### src/eccp_pkg.sv
// Purpose: Shared constants for the enhanced unit mode control block.
// Assumes: AXI4-Lite register access, 32-bit data, one word per register.
// Notes:   Notes on behaviour are listed below.
//
// Notes on behaviour
// - Mode zero disables and resets; 0001 reserved.
// - Capture falling, rising, fourth or sixteenth rising.
// - Mode 0010 toggles pin on match.
// - Mode 1000 starts low, sets on match.
// - Mode 1001 starts high, clears on match.
// - Mode 1010 flags only, pin to port.
// - Mode 1011 resets timer, may start conversion.
// - Third unit treats 1011 as 1010.
// - Modes 11xx are PWM with polarity bits.
// - Non-PWM ignores steering; only A used.
// - Steering 00 modulates A only.
// - Steering 01 modulates D, A active.
// - Steering 10 modulates A and B.
// - Steering 11 modulates B, C active.
// - Duty low bits extend high byte to ten.
// - Active external bus overrides B and C.
// - Twelve-bit bus keeps B and C available.
// - Pin select clear moves B, C to alternate.
// - Unit two A pin chosen by select bit.
// - Quad mode D takes plain unit pin.
// - Duty copied to shadow at period match.
package eccp_pkg;

  // ****************************************************************
  // Register map
  // ****************************************************************
  localparam logic [3:0]  ADDR_CONTROL    = 4'h0;
  localparam logic [3:0]  ADDR_DUTY_HIGH  = 4'h4;
  localparam logic [3:0]  ADDR_STATUS     = 4'h8;
  localparam logic [3:0]  ADDR_CONFIG     = 4'hc;
  localparam logic [7:0]  CONTROL_RESET   = 8'h00;
  localparam logic [4:0]  CONFIG_RESET    = 5'h03;
  localparam logic [1:0]  RESP_OKAY       = 2'h0;
  localparam logic [1:0]  RESP_SLVERR     = 2'h2;

  // ****************************************************************
  // Control fields
  // ****************************************************************
  localparam int STEER_MSB = 7;
  localparam int STEER_LSB = 6;
  localparam int DUTY_MSB  = 5;
  localparam int DUTY_LSB  = 4;
  localparam int MODE_MSB  = 3;
  localparam int MODE_LSB  = 0;

  localparam logic [3:0] MODE_OFF       = 4'h0;
  localparam logic [3:0] MODE_RESERVED  = 4'h1;
  localparam logic [3:0] MODE_CMP_TOG   = 4'h2;
  localparam logic [3:0] MODE_CAP_FALL  = 4'h4;
  localparam logic [3:0] MODE_CAP_RISE  = 4'h5;
  localparam logic [3:0] MODE_CAP_R4    = 4'h6;
  localparam logic [3:0] MODE_CAP_R16   = 4'h7;
  localparam logic [3:0] MODE_CMP_SET   = 4'h8;
  localparam logic [3:0] MODE_CMP_CLR   = 4'h9;
  localparam logic [3:0] MODE_CMP_SW    = 4'ha;
  localparam logic [3:0] MODE_CMP_TRIG  = 4'hb;
  localparam logic [1:0] PWM_CLASS      = 2'h3;

  localparam logic [1:0] STEER_SINGLE   = 2'h0;
  localparam logic [1:0] STEER_FWD      = 2'h1;
  localparam logic [1:0] STEER_HALF     = 2'h2;
  localparam logic [1:0] STEER_REV      = 2'h3;
  localparam logic [1:0] EXT_BUS_12BIT  = 2'h2;

  localparam logic [3:0] PRESCALE_4     = 4'h3;
  localparam logic [3:0] PRESCALE_16    = 4'hf;

endpackage

### src/edge_capture_if.sv
`timescale 1ns/10ps
// Purpose: Carries capture mode and capture events between modules.
// Assumes: One clock domain.
// Notes:   None.
interface edge_capture_if;
  logic [3:0] mode;
  logic       level;
  logic       event_hit;
  modport ctl (output mode, output level, input event_hit);
  modport det (input mode, input level, output event_hit);
endinterface

### src/edge_capture.sv
`timescale 1ns/10ps
// Purpose: Detects capture edges with prescaling of rising edges.
// Assumes: Input level already synchronised; mode zero clears state.
// Notes:   One-cycle event pulse.
module edge_capture (
  input  wire logic aclk,
  input  wire logic aresetn,
  input  wire logic clk_en,
  edge_capture_if.det cap
);
  import eccp_pkg::*;

  logic       last;
  logic [3:0] count;
  logic       hit;
  logic       next_last;
  logic [3:0] next_count;
  logic       next_hit;

  always_comb begin
    logic rise;
    logic fall;
    rise       = cap.level & ~last;
    fall       = ~cap.level & last;
    next_last  = cap.level;
    next_count = count;
    next_hit   = 1'b0;
    unique case (cap.mode)
      MODE_CAP_FALL: next_hit = fall;
      MODE_CAP_RISE: next_hit = rise;
      MODE_CAP_R4, MODE_CAP_R16: begin
        if (rise) begin
          if ((cap.mode == MODE_CAP_R4) ? (count == PRESCALE_4) : (count == PRESCALE_16)) begin
            next_count = 4'h0;
            next_hit   = 1'b1;
          end else begin
            next_count = count + 4'h1;
          end
        end
      end
      default: next_count = 4'h0;
    endcase
  end

  always_ff @(posedge aclk) begin
    if (!aresetn) begin
      last  <= 1'b0;
      count <= 4'h0;
      hit   <= 1'b0;
    end else if (clk_en) begin
      last  <= next_last;
      count <= next_count;
      hit   <= next_hit;
    end
  end

  assign cap.event_hit = hit;

endmodule // edge_capture

### src/eccp_unit.sv
// The AXI4-Lite slave port and the address map are this design's own decisions.
`timescale 1ns/10ps
// Purpose: Mode control and output steering for one enhanced capture/compare/PWM unit.
// Assumes: Period/duty compare timers are outside; they report matches and pwm level.
// Notes:   Registers over AXI4-Lite; pin outputs are registered.
module eccp_unit #(
  parameter int UNIT_INDEX = 1
) (
  input  wire logic        aclk,
  input  wire logic        aresetn,
  input  wire logic        clk_en,
  input  wire logic [3:0]  s_axi_awaddr,
  input  wire logic        s_axi_awvalid,
  output logic             s_axi_awready,
  input  wire logic [31:0] s_axi_wdata,
  input  wire logic [3:0]  s_axi_wstrb,
  input  wire logic        s_axi_wvalid,
  output logic             s_axi_wready,
  output logic [1:0]       s_axi_bresp,
  output logic             s_axi_bvalid,
  input  wire logic        s_axi_bready,
  input  wire logic [3:0]  s_axi_araddr,
  input  wire logic        s_axi_arvalid,
  output logic             s_axi_arready,
  output logic [31:0]      s_axi_rdata,
  output logic [1:0]       s_axi_rresp,
  output logic             s_axi_rvalid,
  input  wire logic        s_axi_rready,
  input  wire logic        capture_pin,
  input  wire logic        compare_match,
  input  wire logic        period_match,
  input  wire logic        pwm_raw,
  input  wire logic        adc_enabled,
  output logic             pwm_out_a,
  output logic             pwm_out_b,
  output logic             pwm_out_c,
  output logic             pwm_out_d,
  output logic             own_a,
  output logic             own_b,
  output logic             own_c,
  output logic             own_d,
  output logic             b_c_alternate,
  output logic             a_pin_alt,
  output logic             a_pin_third,
  output logic             plain_override,
  output logic             capture_strobe,
  output logic             timer_reset,
  output logic             adc_start,
  output logic [9:0]       duty_active,
  output logic             match_irq_flag
);
  import eccp_pkg::*;

  // ****************************************************************
  // Register state
  // ****************************************************************
  logic [7:0] control, next_control;
  logic [7:0] duty_high_byte, next_duty_high_byte;
  logic [9:0] duty_shadow_q, next_duty_shadow;
  logic       flag, next_flag;
  logic [4:0] config_bits, next_config_bits;
  logic       aw_held, next_aw_held;
  logic       w_held, next_w_held;
  logic [3:0] aw_addr, next_aw_addr;
  logic [31:0] w_data, next_w_data;
  logic [3:0] w_strb, next_w_strb;
  logic       bvalid, next_bvalid;
  logic [1:0] bresp, next_bresp;
  logic       rvalid, next_rvalid;
  logic [1:0] rresp, next_rresp;
  logic [31:0] rdata, next_rdata;
  logic       sync1, sync2, sync3;
  logic       cap_level;

  logic [3:0] op_mode_sel;
  logic [1:0] output_steer_cfg;
  logic [1:0] duty_low_bits;
  logic       unit1_3_pin_select, unit2_pin_select, ext_bus_active, largest_pkg;
  logic [1:0] ext_bus_mode_bits;

  assign op_mode_sel      = control[MODE_MSB:MODE_LSB];
  assign output_steer_cfg = control[STEER_MSB:STEER_LSB];
  assign duty_low_bits    = control[DUTY_MSB:DUTY_LSB];
  // Config word: bit0 unit-one/three select, bit1 unit-two select,
  // bit2 external bus active, bits4:3 bus mode bits.
  assign unit1_3_pin_select = config_bits[0];
  assign unit2_pin_select   = config_bits[1];
  assign ext_bus_active     = config_bits[2];
  assign ext_bus_mode_bits  = config_bits[4:3];
  assign largest_pkg        = 1'b1;

  logic bc_block;
  // external bus blocks B and C
  assign bc_block = (UNIT_INDEX != 2) && ext_bus_active && unit1_3_pin_select &&
                    (ext_bus_mode_bits != EXT_BUS_12BIT);

  function automatic logic is_pwm(input logic [3:0] m);
    return m[3:2] == PWM_CLASS;
  endfunction

  // ****************************************************************
  // Capture path
  // ****************************************************************
  edge_capture_if cap_bus ();
  assign cap_bus.mode  = op_mode_sel;
  assign cap_bus.level = cap_level;

  edge_capture u_edge_capture (
    .aclk    (aclk),
    .aresetn (aresetn),
    .clk_en  (clk_en),
    .cap     (cap_bus.det)
  );

  always_ff @(posedge aclk) begin
    if (!aresetn) begin
      sync1     <= 1'b0;
      sync2     <= 1'b0;
      sync3     <= 1'b0;
      cap_level <= 1'b0;
    end else if (clk_en) begin
      sync1 <= capture_pin;
      sync2 <= sync1;
      sync3 <= sync2;
      if (sync2 == sync3) begin
        cap_level <= sync3;
      end
    end
  end

  // ****************************************************************
  // Bus slave and register updates
  // ****************************************************************
  logic wr_fire, rd_fire, cmp_fire;
  logic [1:0] last_mode_class;
  assign wr_fire = aw_held && w_held && !bvalid;
  assign rd_fire = s_axi_arvalid && s_axi_arready;
  assign cmp_fire = compare_match && (op_mode_sel == MODE_CMP_SET ||
                    op_mode_sel == MODE_CMP_CLR || op_mode_sel == MODE_CMP_SW ||
                    op_mode_sel == MODE_CMP_TRIG || op_mode_sel == MODE_CMP_TOG);

  always_comb begin
    next_aw_held = aw_held;
    next_w_held  = w_held;
    next_aw_addr = aw_addr;
    next_w_data  = w_data;
    next_w_strb  = w_strb;
    next_bvalid  = bvalid;
    next_bresp   = bresp;
    next_rvalid  = rvalid;
    next_rresp   = rresp;
    next_rdata   = rdata;
    next_control = control;
    next_duty_high_byte = duty_high_byte;
    next_config_bits    = config_bits;
    next_duty_shadow    = duty_shadow_q;
    next_flag           = flag;
    if (s_axi_awvalid && s_axi_awready) begin
      next_aw_held = 1'b1;
      next_aw_addr = s_axi_awaddr;
    end
    if (s_axi_wvalid && s_axi_wready) begin
      next_w_held = 1'b1;
      next_w_data = s_axi_wdata;
      next_w_strb = s_axi_wstrb;
    end
    if (wr_fire) begin
      next_aw_held = 1'b0;
      next_w_held  = 1'b0;
      next_bvalid  = 1'b1;
      next_bresp   = RESP_OKAY;
      unique case (aw_addr)
        ADDR_CONTROL:   if (w_strb[0]) next_control = w_data[7:0];
        ADDR_DUTY_HIGH: if (w_strb[0]) next_duty_high_byte = w_data[7:0];
        ADDR_CONFIG:    if (w_strb[0]) next_config_bits = w_data[4:0];
        ADDR_STATUS:    if (w_strb[0] && w_data[0]) next_flag = 1'b0;
        default:        next_bresp = RESP_SLVERR;
      endcase
    end else if (bvalid && s_axi_bready) begin
      next_bvalid = 1'b0;
    end
    if (rd_fire) begin
      next_rvalid = 1'b1;
      next_rresp  = RESP_OKAY;
      unique case (s_axi_araddr)
        ADDR_CONTROL:   next_rdata = {24'h000000, control};
        ADDR_DUTY_HIGH: next_rdata = {24'h000000, duty_high_byte};
        ADDR_STATUS:    next_rdata = {21'h0, duty_shadow_q, flag};
        ADDR_CONFIG:    next_rdata = {27'h0, config_bits};
        default: begin
          next_rdata = 32'h00000000;
          next_rresp = RESP_SLVERR;
        end
      endcase
    end else if (rvalid && s_axi_rready) begin
      next_rvalid = 1'b0;
    end
    if (period_match && is_pwm(op_mode_sel)) begin
      next_duty_shadow = {duty_high_byte, duty_low_bits};
    end
    // flag on match except in toggle mode; set wins over clear
    if (cmp_fire && op_mode_sel != MODE_CMP_TOG) begin
      next_flag = 1'b1;
    end
  end

  always_ff @(posedge aclk) begin
    if (!aresetn) begin
      aw_held <= 1'b0;
      w_held  <= 1'b0;
      aw_addr <= 4'h0;
      w_data  <= 32'h00000000;
      w_strb  <= 4'h0;
      bvalid  <= 1'b0;
      bresp   <= RESP_OKAY;
      rvalid  <= 1'b0;
      rresp   <= RESP_OKAY;
      rdata   <= 32'h00000000;
      control <= CONTROL_RESET;
      duty_high_byte <= 8'h00;
      config_bits    <= CONFIG_RESET;
      duty_shadow_q  <= 10'h000;
      flag           <= 1'b0;
    end else if (clk_en) begin
      aw_held <= next_aw_held;
      w_held  <= next_w_held;
      aw_addr <= next_aw_addr;
      w_data  <= next_w_data;
      w_strb  <= next_w_strb;
      bvalid  <= next_bvalid;
      bresp   <= next_bresp;
      rvalid  <= next_rvalid;
      rresp   <= next_rresp;
      rdata   <= next_rdata;
      control <= next_control;
      duty_high_byte <= next_duty_high_byte;
      config_bits    <= next_config_bits;
      duty_shadow_q  <= next_duty_shadow;
      flag           <= next_flag;
    end
  end

  assign s_axi_awready = !aw_held && clk_en;
  assign s_axi_wready  = !w_held && clk_en;
  assign s_axi_arready = !rvalid && clk_en;
  assign s_axi_bvalid  = bvalid;
  assign s_axi_bresp   = bresp;
  assign s_axi_rvalid  = rvalid;
  assign s_axi_rresp   = rresp;
  assign s_axi_rdata   = rdata;

  // ****************************************************************
  // Compare pin and output steering
  // ****************************************************************
  logic       cmp_pin, next_cmp_pin;
  logic [3:0] mode_prev;
  logic [3:0] next_pins, pins;
  logic [3:0] next_own, own;
  logic       next_tr, next_adc, tr_q, adc_q;
  logic       next_alt, next_a_alt, next_a_third, next_plain;
  logic       alt_q, a_alt_q, a_third_q, plain_q, strobe_q;

  always_comb begin
    logic pol_ac, pol_bd;
    next_cmp_pin = cmp_pin;
    next_tr  = 1'b0;
    next_adc = 1'b0;
    pol_ac = op_mode_sel[1];
    pol_bd = op_mode_sel[0];
    if (op_mode_sel == MODE_OFF || op_mode_sel == MODE_RESERVED) begin
      next_cmp_pin = 1'b0;
    end else if (op_mode_sel != mode_prev) begin
      next_cmp_pin = (op_mode_sel == MODE_CMP_CLR);
    end else if (cmp_fire) begin
      unique case (op_mode_sel)
        MODE_CMP_TOG: next_cmp_pin = ~cmp_pin;
        MODE_CMP_SET: next_cmp_pin = 1'b1;
        MODE_CMP_CLR: next_cmp_pin = 1'b0;
        MODE_CMP_TRIG: begin
          next_tr  = (UNIT_INDEX != 3);
          next_adc = (UNIT_INDEX == 2) && adc_enabled;
        end
        default: next_cmp_pin = cmp_pin;
      endcase
    end
    next_pins = 4'h0;
    next_own  = 4'h0;
    if (is_pwm(op_mode_sel)) begin
      unique case (bc_block ? STEER_SINGLE : output_steer_cfg)
        STEER_SINGLE: begin
          next_pins = {3'h0, pwm_raw ^ pol_ac};
          next_own  = 4'h1;
        end
        STEER_FWD: begin
          next_pins = {pwm_raw ^ pol_bd, pol_ac, pol_bd, ~pol_ac};
          next_own  = 4'hf;
        end
        STEER_HALF: begin
          next_pins = {2'h0, ~pwm_raw ^ pol_bd, pwm_raw ^ pol_ac};
          next_own  = 4'h3;
        end
        STEER_REV: begin
          next_pins = {pol_bd, ~pol_ac, pwm_raw ^ pol_bd, pol_ac};
          next_own  = 4'hf;
        end
      endcase
    end else if (op_mode_sel != MODE_OFF && op_mode_sel != MODE_RESERVED) begin
      next_pins = {3'h0, cmp_pin};
      next_own[0] = (op_mode_sel == MODE_CMP_TOG) || (op_mode_sel == MODE_CMP_SET) ||
                    (op_mode_sel == MODE_CMP_CLR);
    end
    next_alt     = (UNIT_INDEX != 2) && !unit1_3_pin_select;
    next_a_alt   = (UNIT_INDEX == 2) && !unit2_pin_select && !(ext_bus_active && largest_pkg);
    next_a_third = (UNIT_INDEX == 2) && !unit2_pin_select && ext_bus_active && largest_pkg;
    next_plain   = (UNIT_INDEX != 2) && next_own[3];
  end

  always_ff @(posedge aclk) begin
    if (!aresetn) begin
      cmp_pin   <= 1'b0;
      mode_prev <= MODE_OFF;
      pins      <= 4'h0;
      own       <= 4'h0;
      tr_q      <= 1'b0;
      adc_q     <= 1'b0;
      alt_q     <= 1'b0;
      a_alt_q   <= 1'b0;
      a_third_q <= 1'b0;
      plain_q   <= 1'b0;
      strobe_q  <= 1'b0;
    end else if (clk_en) begin
      cmp_pin   <= next_cmp_pin;
      mode_prev <= op_mode_sel;
      pins      <= next_pins;
      own       <= next_own;
      tr_q      <= next_tr;
      adc_q     <= next_adc;
      alt_q     <= next_alt;
      a_alt_q   <= next_a_alt;
      a_third_q <= next_a_third;
      plain_q   <= next_plain;
      strobe_q  <= cap_bus.event_hit;
    end
  end

  assign pwm_out_a      = pins[0];
  assign pwm_out_b      = pins[1];
  assign pwm_out_c      = pins[2];
  assign pwm_out_d      = pins[3];
  assign own_a          = own[0];
  assign own_b          = own[1];
  assign own_c          = own[2];
  assign own_d          = own[3];
  assign b_c_alternate  = alt_q;
  assign a_pin_alt      = a_alt_q;
  assign a_pin_third    = a_third_q;
  assign plain_override = plain_q;
  assign capture_strobe = strobe_q;
  assign timer_reset    = tr_q;
  assign adc_start      = adc_q;
  assign duty_active    = duty_shadow_q;
  assign match_irq_flag = flag;

  // ****************************************************************
  // Checks
  // ****************************************************************
  chk_trigger_unit3: assert property (@(posedge aclk) disable iff (!aresetn)
    (UNIT_INDEX == 3) |-> !timer_reset) else $error("third unit reset timer");
  chk_flag_on_match: assert property (@(posedge aclk) disable iff (!aresetn)
    (clk_en && cmp_fire && op_mode_sel == MODE_CMP_SET) |=> match_irq_flag)
    else $error("flag not set on match");
  chk_single_only_a: assert property (@(posedge aclk) disable iff (!aresetn)
    (clk_en && is_pwm(op_mode_sel) && output_steer_cfg == STEER_SINGLE) |=> (own[3:1] == 3'h0))
    else $error("single mode drives b c d");
  chk_off_no_own: assert property (@(posedge aclk) disable iff (!aresetn)
    (clk_en && op_mode_sel == MODE_OFF) |=> (own == 4'h0 && pins == 4'h0))
    else $error("disabled unit drives pins");
  chk_shadow_hold: assert property (@(posedge aclk) disable iff (!aresetn)
    (clk_en && !period_match) |=> $stable(duty_active)) else $error("shadow changed");
  chk_fwd_a_active: assert property (@(posedge aclk) disable iff (!aresetn)
    (clk_en && !bc_block && op_mode_sel == {PWM_CLASS, 2'b00} && output_steer_cfg == STEER_FWD)
    |=> (pwm_out_a && !pwm_out_b && !pwm_out_c)) else $error("forward levels wrong");
  chk_half_c_d_free: assert property (@(posedge aclk) disable iff (!aresetn)
    (clk_en && is_pwm(op_mode_sel) && output_steer_cfg == STEER_HALF) |=> !own[3] && !own[2])
    else $error("half bridge drives c d");
  chk_quad_override: assert property (@(posedge aclk) disable iff (!aresetn)
    own_d && (UNIT_INDEX != 2) |-> plain_override) else $error("plain pin not overridden");

endmodule // eccp_unit

### config.mk
export PLATFORM = sky130hd
export DESIGN_NAME = eccp_unit
export DESIGN_NICKNAME = d
export VERILOG_FILES = /design/src/eccp_pkg.sv /design/src/edge_capture_if.sv /design/src/edge_capture.sv /design/src/eccp_unit.sv
export SDC_FILE = /design/constraint.sdc
export NUM_CORES = 1
export LEC_CHECK = 0
export BUFFER_PORTS_ARGS = -buffer_cell sky130_fd_sc_hd__buf_2
export CORE_ASPECT_RATIO = 1.25
export CORE_MARGIN = 5
export CORE_UTILIZATION = 45
export DETAILED_ROUTE_END_ITERATION = 8
export GPL_TIMING_DRIVEN = 0
export PLACE_DENSITY = 0.71
export SLEW_MARGIN = 20
export SYNTH_ARGS = -nofsm -noshare
export SYNTH_HDL_FRONTEND = slang
export SYNTH_SLANG_ARGS = --single-unit
### constraint.sdc
create_clock -name aclk -period 2.22 [get_ports aclk]
set_clock_uncertainty 0.05 [all_clocks]
set_input_delay 0.444 -clock aclk [delete_from_list [all_inputs] [get_ports aclk]]
set_output_delay 0.444 -clock aclk [all_outputs]
set_load 0.05 [all_outputs]
Word-level counts from Yosys, hierarchy flattened
Cells that the tools add are included.
{"block": "totals", "ff_bits": 112, "input_bits": 57, "elab_cells": 172}
{"block": "op_classes", "n_addsub": 1, "eq_ne": 28, "n_mux": 38, "bitwise_logic": 11, "reduce_logical": 64}
{"op": "$pmux 11 s4", "n": 1}
{"op": "$eq 4x4->1 const B", "n": 9}
{"op": "$mux 1", "n": 25}
{"op": "$eq 4x3->1 const B", "n": 6}
{"op": "$reduce_and 2->1", "n": 10}
{"op": "$logic_and 1x1->1", "n": 17}
{"op": "$pmux 4 s4", "n": 1}
{"op": "$reduce_and 4->1", "n": 4}
{"op": "$reduce_bool 2->1", "n": 7}
{"op": "$logic_not 4->1", "n": 3}
{"op": "$mux 4", "n": 3}
{"op": "$pmux 4 s3", "n": 1}
{"op": "$eq 4x2->1 const B", "n": 2}
{"op": "$pmux 4 s2", "n": 1}
{"op": "$reduce_or 4->1", "n": 2}
{"op": "$logic_or 1x1->1", "n": 7}
{"op": "$eq 2x2->1 const B", "n": 3}
{"op": "$mux 2", "n": 3}
{"op": "$not 1->1", "n": 6}
{"op": "$pmux 1 s3", "n": 2}
{"op": "$reduce_and 3->1", "n": 2}
{"op": "$reduce_or 2->1", "n": 3}
{"op": "$logic_not 1->1", "n": 5}
{"op": "$reduce_bool 5->1", "n": 1}
{"op": "15 further kinds", "n": 18}

Longest topological paths before layout
Gate-level depths: netlist of the first run.
{"block": "depth", "depth_word": 9, "mapped_depth": 6, "depth_no_buf": 4}

Cells and area by module
Synthesis of the first run repeated with hierarchy kept, for this count alone.
{"block": "hier_totals", "cells_unflattened": 454, "hier_area_um2": 4028.9}
{"module": "eccp_unit", "instances": 1, "cells_each": 414, "area_each_um2": 3654.8, "seq_area_each_um2": 1621.6}
{"module": "edge_capture", "instances": 1, "cells_each": 40, "area_each_um2": 374.1, "seq_area_each_um2": 120.1}

Worst setup path before layout of the first run
No wires, ideal clock.
{"block": "synth_timing", "path_type": "in2out", "startpoint": "in clk_en", "endpoint": "out s_axi_arready", "arrival_time_ns": 1.456, "required_ns": 1.726, "path_slack_ns": 0.270, "cell_stages": 4, "path_buffers": 2, "path_cell_list": "buf_4 -> inv_1 -> buf_6 -> nor2_1"}
{"block": "synth_between", "elab_chain_len": 1}
{"element": "start, declared", "line": "eccp_unit.sv:11", "rtl": "input wire logic clk_en,"}
{"element": "$logic_and 1x1->1", "line": "eccp_unit.sv:245", "rtl": "assign s_axi_arready = !rvalid && clk_en;"}
{"element": "end, declared", "line": "eccp_unit.sv:24", "rtl": "output logic s_axi_arready,"}
No other way between the ends.

Worst setup path after layout of the first run
{"block": "layout_timing", "startpoint": "in clk_en", "endpoint": "out s_axi_awready"}
{"block": "layout_between", "elab_chain_len": 1}
{"element": "$logic_and 1x1->1", "line": "eccp_unit.sv:243", "rtl": "assign s_axi_awready = !aw_held && clk_en;"}
{"element": "end, declared", "line": "eccp_unit.sv:14", "rtl": "output logic s_axi_awready,"}
No other way between the ends.

==> flow_metrics.env, run 1 <==
export IMPL_outcome="completed"
export IMPL_synth_seq_area_share=0.410
export IMPL_comb_power_share=0.099
export IMPL_clkSlewWorstSetupHoldPaths_ns=0.06
export IMPL_num_vias=3410
export IMPL_synth_top_area_frac=0.410
export IMPL_critPathMaxStageDelay_ns=0.26
export IMPL_regToRegSetupSlack_ns=0.48
export IMPL_portBuffers=66
export IMPL_grt_max_degree=15
export IMPL_syn_to_final_growth_pct=21.5
export IMPL_ant_nets=0
export IMPL_cts_tree="yes"
export IMPL_avgSynthCellArea_um2=9.39
export IMPL_drt_wirelength_per_cell_um=15.4
export IMPL_hold_viol_final=0
export IMPL_via_per_inst=4.99
export IMPL_nets=613
export IMPL_cts_sinks=87
export IMPL_relSlewSlack=0.611
export IMPL_p_per_area_mw_per_mm2=710
export IMPL_grtUsageTotal=0.186
export IMPL_slowest_stage="buf_2"
export IMPL_gp_congestion=0.871
export IMPL_io_pins=124
export IMPL_syn_inst=453
export IMPL_worstPathArrival_ns=1.41
export IMPL_synth_area_leaders="dfxtp_1, mux2i_1, nor2b_1"
export IMPL_peakVddDrop_mv=0.444
export IMPL_seq_area_mm2=0.00174
export IMPL_core_area_mm2=0.00917
export IMPL_clk_path_buf_depth=2
export IMPL_antenna_found_initial=0
export IMPL_power_mw=3.67
export IMPL_sequentialPowerShare=0.437
export IMPL_hp_class="in -> reg"
export IMPL_leakage_nw=2.29
export IMPL_syn_cell_area_mm2=0.00425
export IMPL_place_area_mm2=0.00483
export IMPL_drt_total_wl_um=10500
export IMPL_cap_violations=0
export IMPL_placementRows=39
export IMPL_place_ws_ns=0.291
export IMPL_crit_fanout=10
export IMPL_overflow=0
export IMPL_timing_final_crit_share=0.856
export IMPL_p_switching_uw=867
export IMPL_dpl_hpwl_um=7940
export IMPL_chipWidth_um=97.0
export IMPL_dieArea_mm2=0.0115
export IMPL_min_from="s_axi_wdata[7]"
export IMPL_htreeDepth=3
export IMPL_clkLatencyLatePin_ns=0.34
export IMPL_drive_gt1_frac=0.243
export IMPL_rsz0062_at_grt="false"
export IMPL_num_fill_cells=855
export IMPL_cts_resized=0
export IMPL_min_period_ns=1.90
export IMPL_synth_top_area_cell="dfxtp_1"
export IMPL_cp_required_ns=1.73
export IMPL_internal_power_mw=2.80
export IMPL_grt_pass1_vias=3436
export IMPL_worst_slew_pin_slew_ns=0.584
export IMPL_drc=0
export IMPL_cpMostUsedCell="buf_2"
export IMPL_crit_path_end_kind="output port"
export IMPL_drt_iter0_drc=157
export IMPL_synth_edf_count=0
export IMPL_cts_setup_buffers=0
export IMPL_grt_pass1_wl_um=17300
export IMPL_design_area_mm2=0.00517
export IMPL_dr_pass1_iters=4
export IMPL_initial_core_util=0.464
export IMPL_numCtsBuffers=9
export IMPL_switching_share=0.236
export IMPL_diodes=0
export IMPL_crit_chain="buf_2, buf_4, inv_1, buf_6, nor2_1, buf_2"
export IMPL_worstSetupStartpointType="primary input"
export IMPL_die_h_um=119
export IMPL_reg2reg_from="control[3]$_SDFFE_PN0P_"
export IMPL_synth_seq_cells=87
export IMPL_clkPwrFrac=0.463
export IMPL_ys_top_cells_by_count="dfxtp_1, nand2_1, nor2b_1, mux2i_1, buf_4"
export IMPL_ys_warn_count=0
export IMPL_path_class="in -> out"
export IMPL_max_clock_freq_ghz=0.526
export IMPL_final_setup_viol_count=0
export IMPL_multiInputGateArea_mm2=0.00220
export IMPL_startpoint="clk_en"
export IMPL_hold_buffers=0
export IMPL_yosysUniqueCellTypes=59
export IMPL_post_synth_top_count_cell="dfxtp_1"
export IMPL_ys_flop_type="dfxtp_1"
export IMPL_setup_slack_ns=0.319
export IMPL_ys_async_sr_fraction=0
export IMPL_fin_tns_setup_ns=0
export IMPL_drv_slew=0
export IMPL_clockRootBuffer="clkbuf_16"
## final cells by class
| class | count | area share |
|---|---|---|
| Buffer | 59 | 0.0755 |
| Clock buffer | 10 | 0.0443 |
| Clock inverter | 6 | 0.0211 |
| Inverter | 5 | 0.00363 |
| Multi-Input combinational cell | 327 | 0.425 |
| Sequential cell | 87 | 0.337 |
| Tap cell | 123 | 0.0298 |
| Timing Repair Buffer | 66 | 0.0639 |
## sequential cells by signal (all words and copies together) (netlist names), 3 cells and up
| register | count |
|---|---|
| s_axi_rdata | 11 |
| duty_active | 10 |
| control | 8 |
| duty_high_byte | 8 |
| w_data | 8 |
| config_bits | 5 |
| aw_addr | 4 |
| mode_prev | 4 |
| pins | 4 |
| u_edge_capture.count | 4 |
| own | 3 |
## stage by stage
stage                      util  hold slack (ns)  std cells
final                     0.563            0.301        683
after global routing      0.563            0.315        683
after CTS                 0.563            0.294        683
after detailed placement  0.527            0.402        667
after global placement    0.527            0.399        667
after floorplan               -            0.388        478
## final timing paths
kind | end | cells past startpoint
worst max register to register | cmp_pin$_SDFFE_PN0P_ | 4
worst min-delay path | w_data[7]$_SDFFE_PN0P_ | 3
worst min register to register | timer_reset$_SDFFE_PN0P_ | 2
worst max-delay path | s_axi_awready | 6
## worst max-delay path, delay by kind of cell
kind	cells	cell delay, ns
AND/OR/NAND/NOR	1	0.10
buffers and inverters	5	0.86
## per-layer routing
metal	up-vias	part of all wire	GRT usage
li1	1719	-	-
met1	1592	0.42	0.220
met2	84	0.51	0.318
met3	15	0.042	0.0395
met4	0	0.024	0.0887
met5	-	0	0
## placed cells by master (no fill, tap or decap), types with 3 or more instances in the layout
cell type  synthesis  layout
a21boi_0          14      14
a21boi_1          11      11
a21o_1             3       3
a21oi_1            3       3
a22oi_1            8       8
a32oi_1            4       4
and2_1             5       5
buf_2              7      73
buf_4             32      32
buf_6              4       4
bufinv_16          0       3
clkbuf_1          15      16
clkbuf_16          0       9
conb_1             1      26
dfxtp_1           87      87
inv_1              5       5
mux2i_1           36      36
mux4_2             4       4
nand2_1           61      61
nand3_1            6       6
nand3b_1           4       4
nor2_1            16      16
nor2b_1           48      48
nor3_1             5       5
nor3b_1            5       5
o211ai_1           7       7
o21a_1             4       4
o21ai_0            7       7
o2bb2ai_1          5       5
xor2_1             7       7
## power by group through the flow
| stage | Clock [mW] | Sequential (mW) | Combinational [mW] |
|---|---|---|---|
| after detailed placement | 0 | 1.64 | 0.364 |
| final | 1.70 | 1.61 | 0.365 |
| after CTS | 1.73 | 1.60 | 0.365 |
| after global routing | 1.81 | 1.61 | 0.391 |
| after floorplan | 0 | 1.65 | 0.270 |
| after global placement | 0 | 1.64 | 0.361 |
## cells by family (layout without fill, tap and decap cells)
family / count (synthesis) / count (layout) / synth area share
AO/OA/AOI/OAI: 78 / 78 / 0.139
XOR/XNOR: 9 / 9 / 0.0185
adder cells (fa/ha/maj): 1 / 1 / 0.00294
buffers and inverters: 64 / 146 / 0.0962
flip-flops: 87 / 87 / 0.410
multiplexers: 42 / 42 / 0.115
other: 1 / 26 / 0.000882
AND/OR/NAND/NOR: 171 / 171 / 0.218
(Power assumes the default switching activity.)
==> inputs of run 2 (changes only) <==
--- a/config.mk
+++ b/config.mk
@@ -5,7 +5,7 @@
 export SDC_FILE = /design/constraint.sdc
 export NUM_CORES = 1
 export LEC_CHECK = 0
-export BUFFER_PORTS_ARGS = -buffer_cell sky130_fd_sc_hd__buf_2
+export BUFFER_PORTS_ARGS = -buffer_cell sky130_fd_sc_hd__buf_4
 export CORE_ASPECT_RATIO = 1.25
 export CORE_MARGIN = 5
 export CORE_UTILIZATION = 45
==> constraint.sdc (replaced) <==
create_clock -name aclk -period 2.22 [get_ports aclk]
set_clock_uncertainty 0.05 [all_clocks]
set_input_delay 0.444 -clock aclk [delete_from_list [all_inputs] [get_ports aclk]]
set_output_delay 0.444 -clock aclk [all_outputs]
set_load 0.02 [all_outputs]
==> flow_metrics.env, run 2 (synthesized netlist as in run 1, its figures left out) <==
export IMPL_outcome="completed"
export IMPL_min_period_ns=1.79
export IMPL_diodes=0
export IMPL_grtUsageTotal=0.192
export IMPL_grt_pass1_vias=3555
export IMPL_dpl_hpwl_um=7990
export IMPL_timing_rr_end="cmp_pin$_SDFFE_PN0P_"
export IMPL_min_from="s_axi_awvalid"
export IMPL_final_setup_viol_count=0
export IMPL_internal_power_mw=2.85
export IMPL_core_area_mm2=0.00917
export IMPL_initial_core_util=0.464
export IMPL_portBuffers=66
export IMPL_leakage_nw=2.32
export IMPL_p_per_area_mw_per_mm2=682
export IMPL_cts_tree="yes"
export IMPL_min_to="aw_held$_SDFFE_PN0P_"
export IMPL_clkLatencyLatePin_ns=0.34
export IMPL_grt_max_degree=15
export IMPL_clockRootBuffer="clkbuf_16"
export IMPL_fin_tns_setup_ns=0
export IMPL_drc=0
export IMPL_clkSlewWorstSetupHoldPaths_ns=0.06
export IMPL_worstPathArrival_ns=1.30
export IMPL_die_h_um=119
export IMPL_drv_slew=0
export IMPL_cp_required_ns=1.73
export IMPL_io_pins=124
export IMPL_reg2reg_from="control[2]$_SDFFE_PN0P_"
export IMPL_dieArea_mm2=0.0115
export IMPL_timing_final_crit_share=0.807
export IMPL_min_path_cells=3
export IMPL_switching_share=0.218
export IMPL_numCtsBuffers=9
export IMPL_syn_to_final_growth_pct=25.6
export IMPL_hp_class="in -> reg"
export IMPL_cap_violations=0
export IMPL_ant_nets=0
export IMPL_max_clock_freq_ghz=0.558
export IMPL_worst_slew_pin_slew_ns=0.587
export IMPL_nets=613
export IMPL_comb_power_share=0.083
export IMPL_crit_fanout=10
export IMPL_overflow=0
export IMPL_cts_resized=0
export IMPL_rsz0062_at_grt="false"
export IMPL_drive_gt1_frac=0.245
export IMPL_placementRows=39
export IMPL_relSlewSlack=0.609
export IMPL_drt_iter0_drc=218
export IMPL_path_class="in -> out"
export IMPL_power_mw=3.64
export IMPL_clkPwrFrac=0.476
export IMPL_grt_pass1_wl_um=17900
export IMPL_sequentialPowerShare=0.441
export IMPL_cts_setup_buffers=0
export IMPL_drt_wirelength_per_cell_um=15.6
export IMPL_p_switching_uw=793
export IMPL_crit_path_end_kind="output port"
export IMPL_fin_cells=683
export IMPL_regToRegSetupSlack_ns=0.45
export IMPL_htreeDepth=3
export IMPL_mostFrequentLayoutCell="buf_4"
export IMPL_place_area_mm2=0.00500
export IMPL_place_inst=667
export IMPL_rr_worst_depth=4
export IMPL_gp_congestion=0.862
export IMPL_timing_hold_ws_ns=0.305
export IMPL_drt_total_wl_um=10600
export IMPL_hold_buffers=0
export IMPL_num_fill_cells=855
export IMPL_clk_path_buf_depth=2
export IMPL_num_vias=3467
export IMPL_via_per_inst=5.08
export IMPL_antenna_found_initial=0
export IMPL_dr_pass1_iters=4
export IMPL_peakVddDrop_mv=0.456
export IMPL_worstSetupStartpointType="primary input"
export IMPL_design_area_mm2=0.00534
export IMPL_largest_register_ffs=11
export IMPL_final_cell_mix="buf_4, dfxtp_1, nand2_1"
export IMPL_chipWidth_um=97.0
export IMPL_cts_sinks=87
export IMPL_hold_viol_final=0
run 2: cell count changes in the layout (fill, tap and decap cells not counted), sizes merged:
cell	delta
clkinv	-1
clkinvlp	+1
run 2: through the flow:
| stage | utilization | worst slack (ns) |
|---|---|---|
| global placement | 0.545 | 0.323 |
| global route | 0.582 | 0.357 |
| CTS | 0.582 | 0.421 |
| floorplan | - | 0.490 |
| finish | 0.582 | 0.428 |
| detailed placement | 0.545 | 0.283 |
run 2: layer usage:
layer  up-vias  track usage  part of all wire
met5         -            0                 0
met2       102        0.334              0.52
li1       1725            -                 -
met4         0       0.0852             0.022
met3        21       0.0407             0.043
met1      1619        0.225              0.42
run 2: worst max-delay path by stage:
stage / from / cells after the start / endpoint
floorplan: s_axi_araddr[2] / 4 / s_axi_rdata[3]$_SDFFE_PN0P_
CTS: clk_en / 6 / s_axi_wready
global placement: s_axi_araddr[2] / 4 / s_axi_rdata[3]$_SDFFE_PN0P_
detailed placement: s_axi_araddr[2] / 4 / s_axi_rdata[3]$_SDFFE_PN0P_
finish: clk_en / 6 / s_axi_wready
global route: control[2]$_SDFFE_PN0P_ / 4 / cmp_pin$_SDFFE_PN0P_
run 2: power by group through the flow:
| stage | logic [mW] | clock network [mW] | registers [mW] |
|---|---|---|---|
| 3_3_place_gp | 0.298 | 0 | 1.64 |
| 5_1_grt | 0.328 | 1.84 | 1.61 |
| 4_1_cts | 0.302 | 1.76 | 1.61 |
| 3_5_place_dp | 0.301 | 0 | 1.64 |
| 2_1_floorplan | 0.203 | 0 | 1.64 |
| 6_report | 0.302 | 1.73 | 1.61 |
run 2: layout make-up:
class	count	area [µm²]	share of cell area
multi-input combinational	327	2200	0.411
sequential	87	1740	0.326
timing repair buffer	66	495	0.0927
buffer	59	390	0.0731
clock buffer	10	239	0.0447
tap	123	154	0.0288
clock inverter	6	108	0.0201
inverter	5	18.8	0.00351
run 2: critical path: stages:
cell and delay [ns]:
buf_4 0.12, buf_4 0.18, inv_1 0.16, buf_6 0.18, nor2_1 0.06, buf_4 0.16
==> inputs of run 3 (changes only) <==
--- a/config.mk
+++ b/config.mk
@@ -5,13 +5,14 @@
 export SDC_FILE = /design/constraint.sdc
 export NUM_CORES = 1
 export LEC_CHECK = 0
+export ABC_AREA = 1
 export BUFFER_PORTS_ARGS = -buffer_cell sky130_fd_sc_hd__buf_4
 export CORE_ASPECT_RATIO = 1.25
 export CORE_MARGIN = 5
 export CORE_UTILIZATION = 45
 export DETAILED_ROUTE_END_ITERATION = 8
 export GPL_TIMING_DRIVEN = 0
-export PLACE_DENSITY = 0.71
+export PLACE_DENSITY = 0.75
 export SLEW_MARGIN = 20
 export SYNTH_ARGS = -nofsm -noshare
 export SYNTH_HDL_FRONTEND = slang
==> constraint.sdc (replaced) <==
create_clock -name aclk -period 1.47 [get_ports aclk]
set_clock_uncertainty 0.05 [all_clocks]
set_input_delay 0.294 -clock aclk [delete_from_list [all_inputs] [get_ports aclk]]
set_output_delay 0.294 -clock aclk [all_outputs]
set_load 0.02 [all_outputs]
==> flow_metrics.env, run 3 <==
export IMPL_outcome="completed"
export IMPL_initial_core_util=0.458
export IMPL_chipWidth_um=93.9
export IMPL_syn_cell_area_mm2=0.00396
export IMPL_synth_area_leaders="dfxtp_1, nand2_1, nor2_1"
export IMPL_ys_warn_count=0
export IMPL_met1Wirelength_um=4460
export IMPL_crit_path_end_kind="register"
export IMPL_portBuffers=67
export IMPL_avgSynthCellArea_um2=7.18
export IMPL_worst_slew_pin_slew_ns=0.578
export IMPL_post_synth_top_count_cell="nand2_1"
export IMPL_drt_total_wl_um=10700
export IMPL_drc=0
export IMPL_drv_slew=0
export IMPL_min_period_ns=1.46
export IMPL_setup_slack_ns=0.00758
export IMPL_crit_fanout=3
export IMPL_clkSlewWorstSetupHoldPaths_ns=0.08
export IMPL_relSlewSlack=0.615
export IMPL_grt_pass1_wl_um=16800
export IMPL_synth_edf_count=0
export IMPL_antenna_found_initial=0
export IMPL_gp_congestion=0.940
export IMPL_syn_inst=552
export IMPL_cap_violations=0
export IMPL_largest_register_ffs=11
export IMPL_grt_max_degree=15
export IMPL_critPathMaxStageDelay_ns=0.33
export IMPL_clk_path_buf_depth=2
export IMPL_core_area_mm2=0.00865
export IMPL_leakage_nw=2.32
export IMPL_timing_final_crit_share=0.995
export IMPL_synth_seq_area_share=0.440
export IMPL_clockRootBuffer="clkbuf_8"
export IMPL_rsz0062_at_grt="true"
export IMPL_synth_fa_ha_area_frac=0.00316
export IMPL_ys_top_cells_by_count="nand2_1, nor2_1, dfxtp_1, o21ai_0, a21oi_1"
export IMPL_cp_required_ns=1.71
export IMPL_ys_async_sr_fraction=0
export IMPL_yosys_area_share_xor_xnor=0.0133
export IMPL_clkLatencyLatePin_ns=0.36
export IMPL_slowest_stage="dfxtp_2"
export IMPL_dr_wl_met3_um=817
export IMPL_dr_pass1_iters=5
export IMPL_cts_tree="yes"
export IMPL_synth_compound_area_frac=0.161
export IMPL_hold_buffers=0
export IMPL_htreeDepth=3
export IMPL_diodes=0
export IMPL_die_h_um=115
export IMPL_place_ws_ns=-0.152
export IMPL_path_class="reg -> reg"
export IMPL_dpl_hpwl_um=7870
export IMPL_grt_pass1_vias=3590
export IMPL_grtUsageTotal=0.195
export IMPL_drive_gt1_frac=0.286
export IMPL_synth_top_area_frac=0.440
export IMPL_via_per_inst=4.95
export IMPL_ant_nets=0
export IMPL_final_cell_mix="buf_4, nand2_1, nor2_1"
export IMPL_p_per_area_mw_per_mm2=884
export IMPL_ys_flop_type="dfxtp_1"
export IMPL_design_area_mm2=0.00515
export IMPL_worstSetupStartpointType="register"
export IMPL_num_fill_cells=830
export IMPL_synth_area_mux_share=0
export IMPL_syn_to_final_growth_pct=30.1
export IMPL_top_layer="met4"
export IMPL_hold_viol_final=0
export IMPL_peakVddDrop_mv=0.600
export IMPL_worstPathArrival_ns=1.71
export IMPL_wl_met2_um=5140
export IMPL_io_pins=124
export IMPL_synth_seq_cells=87
export IMPL_mostFrequentLayoutCell="buf_4"
export IMPL_final_setup_viol_count=0
export IMPL_crit_chain="inv_2, o211ai_1, buf_4, inv_2, nor2_4, nand2_1, nand2_1, nand2_2, a21oi_2"
export IMPL_synth_top_family_by_area="simple AND/OR/NAND/NOR gates"
export IMPL_nets=724
export IMPL_placementRows=38
export IMPL_yosysUniqueCellTypes=32
export IMPL_drt_wirelength_per_cell_um=13.5
export IMPL_synth_top_area_cell="dfxtp_1"
export IMPL_num_vias=3918
export IMPL_drt_iter0_drc=376
export IMPL_max_clock_freq_ghz=0.684
export IMPL_hp_class="in -> reg"
export IMPL_dieArea_mm2=0.0108
export IMPL_numCtsBuffers=9
export IMPL_place_area_mm2=0.00471
export IMPL_cts_sinks=87
export IMPL_overflow=0
export IMPL_synthSimpleGateAreaFrac=0.256
-- run 3: cell count changes in the layout (fill, tap and decap cells not counted), sizes merged, moves of 6 or more --
cell    previous run  this run
clkbuf            26        20
o21ai              8        69
a21oi              3        44
nand2             61       104
a22oi              8         0
a21boi            25         1
inv                5        43
nor3b              6         0
mux2i             36         0
nor2b             48         0
nand3              6        20
nor2              16       103
buf              109       120
-- run 3: worst max-delay path: cells and delay by family, from the launching register on --
kind                   cells  cell delay (ns)
and+or+nand+nor            4             0.36
AOI/OAI and AO/OA          2             0.40
buffers and inverters      3             0.26
DFF                        1             0.33
-- run 3: cells by family after synthesis --
logic type,count (synthesis)
AOI/OAI and AO/OA,123
and+or+nand+nor,241
DFF,87
adders and majority gates,1
xor gates and xnor gates,6
buffers and inverters,93
other,1
-- run 3: worst paths after layout --
path	startpoint	end	slack, ns	cells past startpoint
worst min register to register	s_axi_bresp[1]$_SDFFE_PN0P_	s_axi_bresp[1]$_SDFFE_PN0P_	0.41	2
worst max register to register	config_bits[4]$_SDFFE_PN0P_	pins[1]$_SDFFE_PN0P_	0.008	9
worst min-delay path	s_axi_wdata[3]	w_data[3]$_SDFFE_PN0P_	0.1	3
worst max-delay path	config_bits[4]$_SDFFE_PN0P_	pins[1]$_SDFFE_PN0P_	0.008	9
-- run 3: final cells by class --
| type | count | area, µm² | area share |
|---|---|---|---|
| Multi-Input combinational cell | 397 | 1950 | 0.378 |
| Sequential cell | 87 | 1750 | 0.339 |
| Timing Repair Buffer | 78 | 586 | 0.114 |
| Buffer | 50 | 364 | 0.0707 |
| Inverter | 43 | 173 | 0.0335 |
| Clock buffer | 12 | 155 | 0.0301 |
| Tap cell | 120 | 150 | 0.0291 |
| Clock inverter | 4 | 28.8 | 0.00559 |
-- run 3: per-stage QoR --
stage	instances	total power [mW]	TNS, ns	hold WS (ns)	utilization
3_5_place_dp	764	3.01	-2.63	0.402	0.544
6_report	791	4.56	0	0.0957	0.595
2_1_floorplan	577	2.84	0	0.379	-
4_1_cts	783	4.56	-0.0101	0.0880	0.571
5_1_grt	791	4.74	-0.174	0.102	0.595
3_3_place_gp	764	3.00	-1.90	0.397	0.544
-- run 3: where the power goes --
group | total, mW | switching [mW] | leakage [nW] | internal (mW)
registers | 2.46 | 0.0492 | 0.708 | 2.41
logic | 0.525 | 0.315 | 1.52 | 0.210
clock network | 1.57 | 0.859 | 0.0890 | 0.710
-- run 3: repair_timing --
item,4_1_cts,5_1_grt
setup endpoints to repair,24,46
pin swaps,3,11
hold endpoints to repair,0,0
buffers inserted,3,8
gates resized for setup,13,52
-- run 3: layer usage --
metal / track usage / vias to the layer above
met5: 0 / -
met4: 0.0732 / 0
met3: 0.0406 / 20
met2: 0.326 / 176
met1: 0.248 / 1760
li1: - / 1962
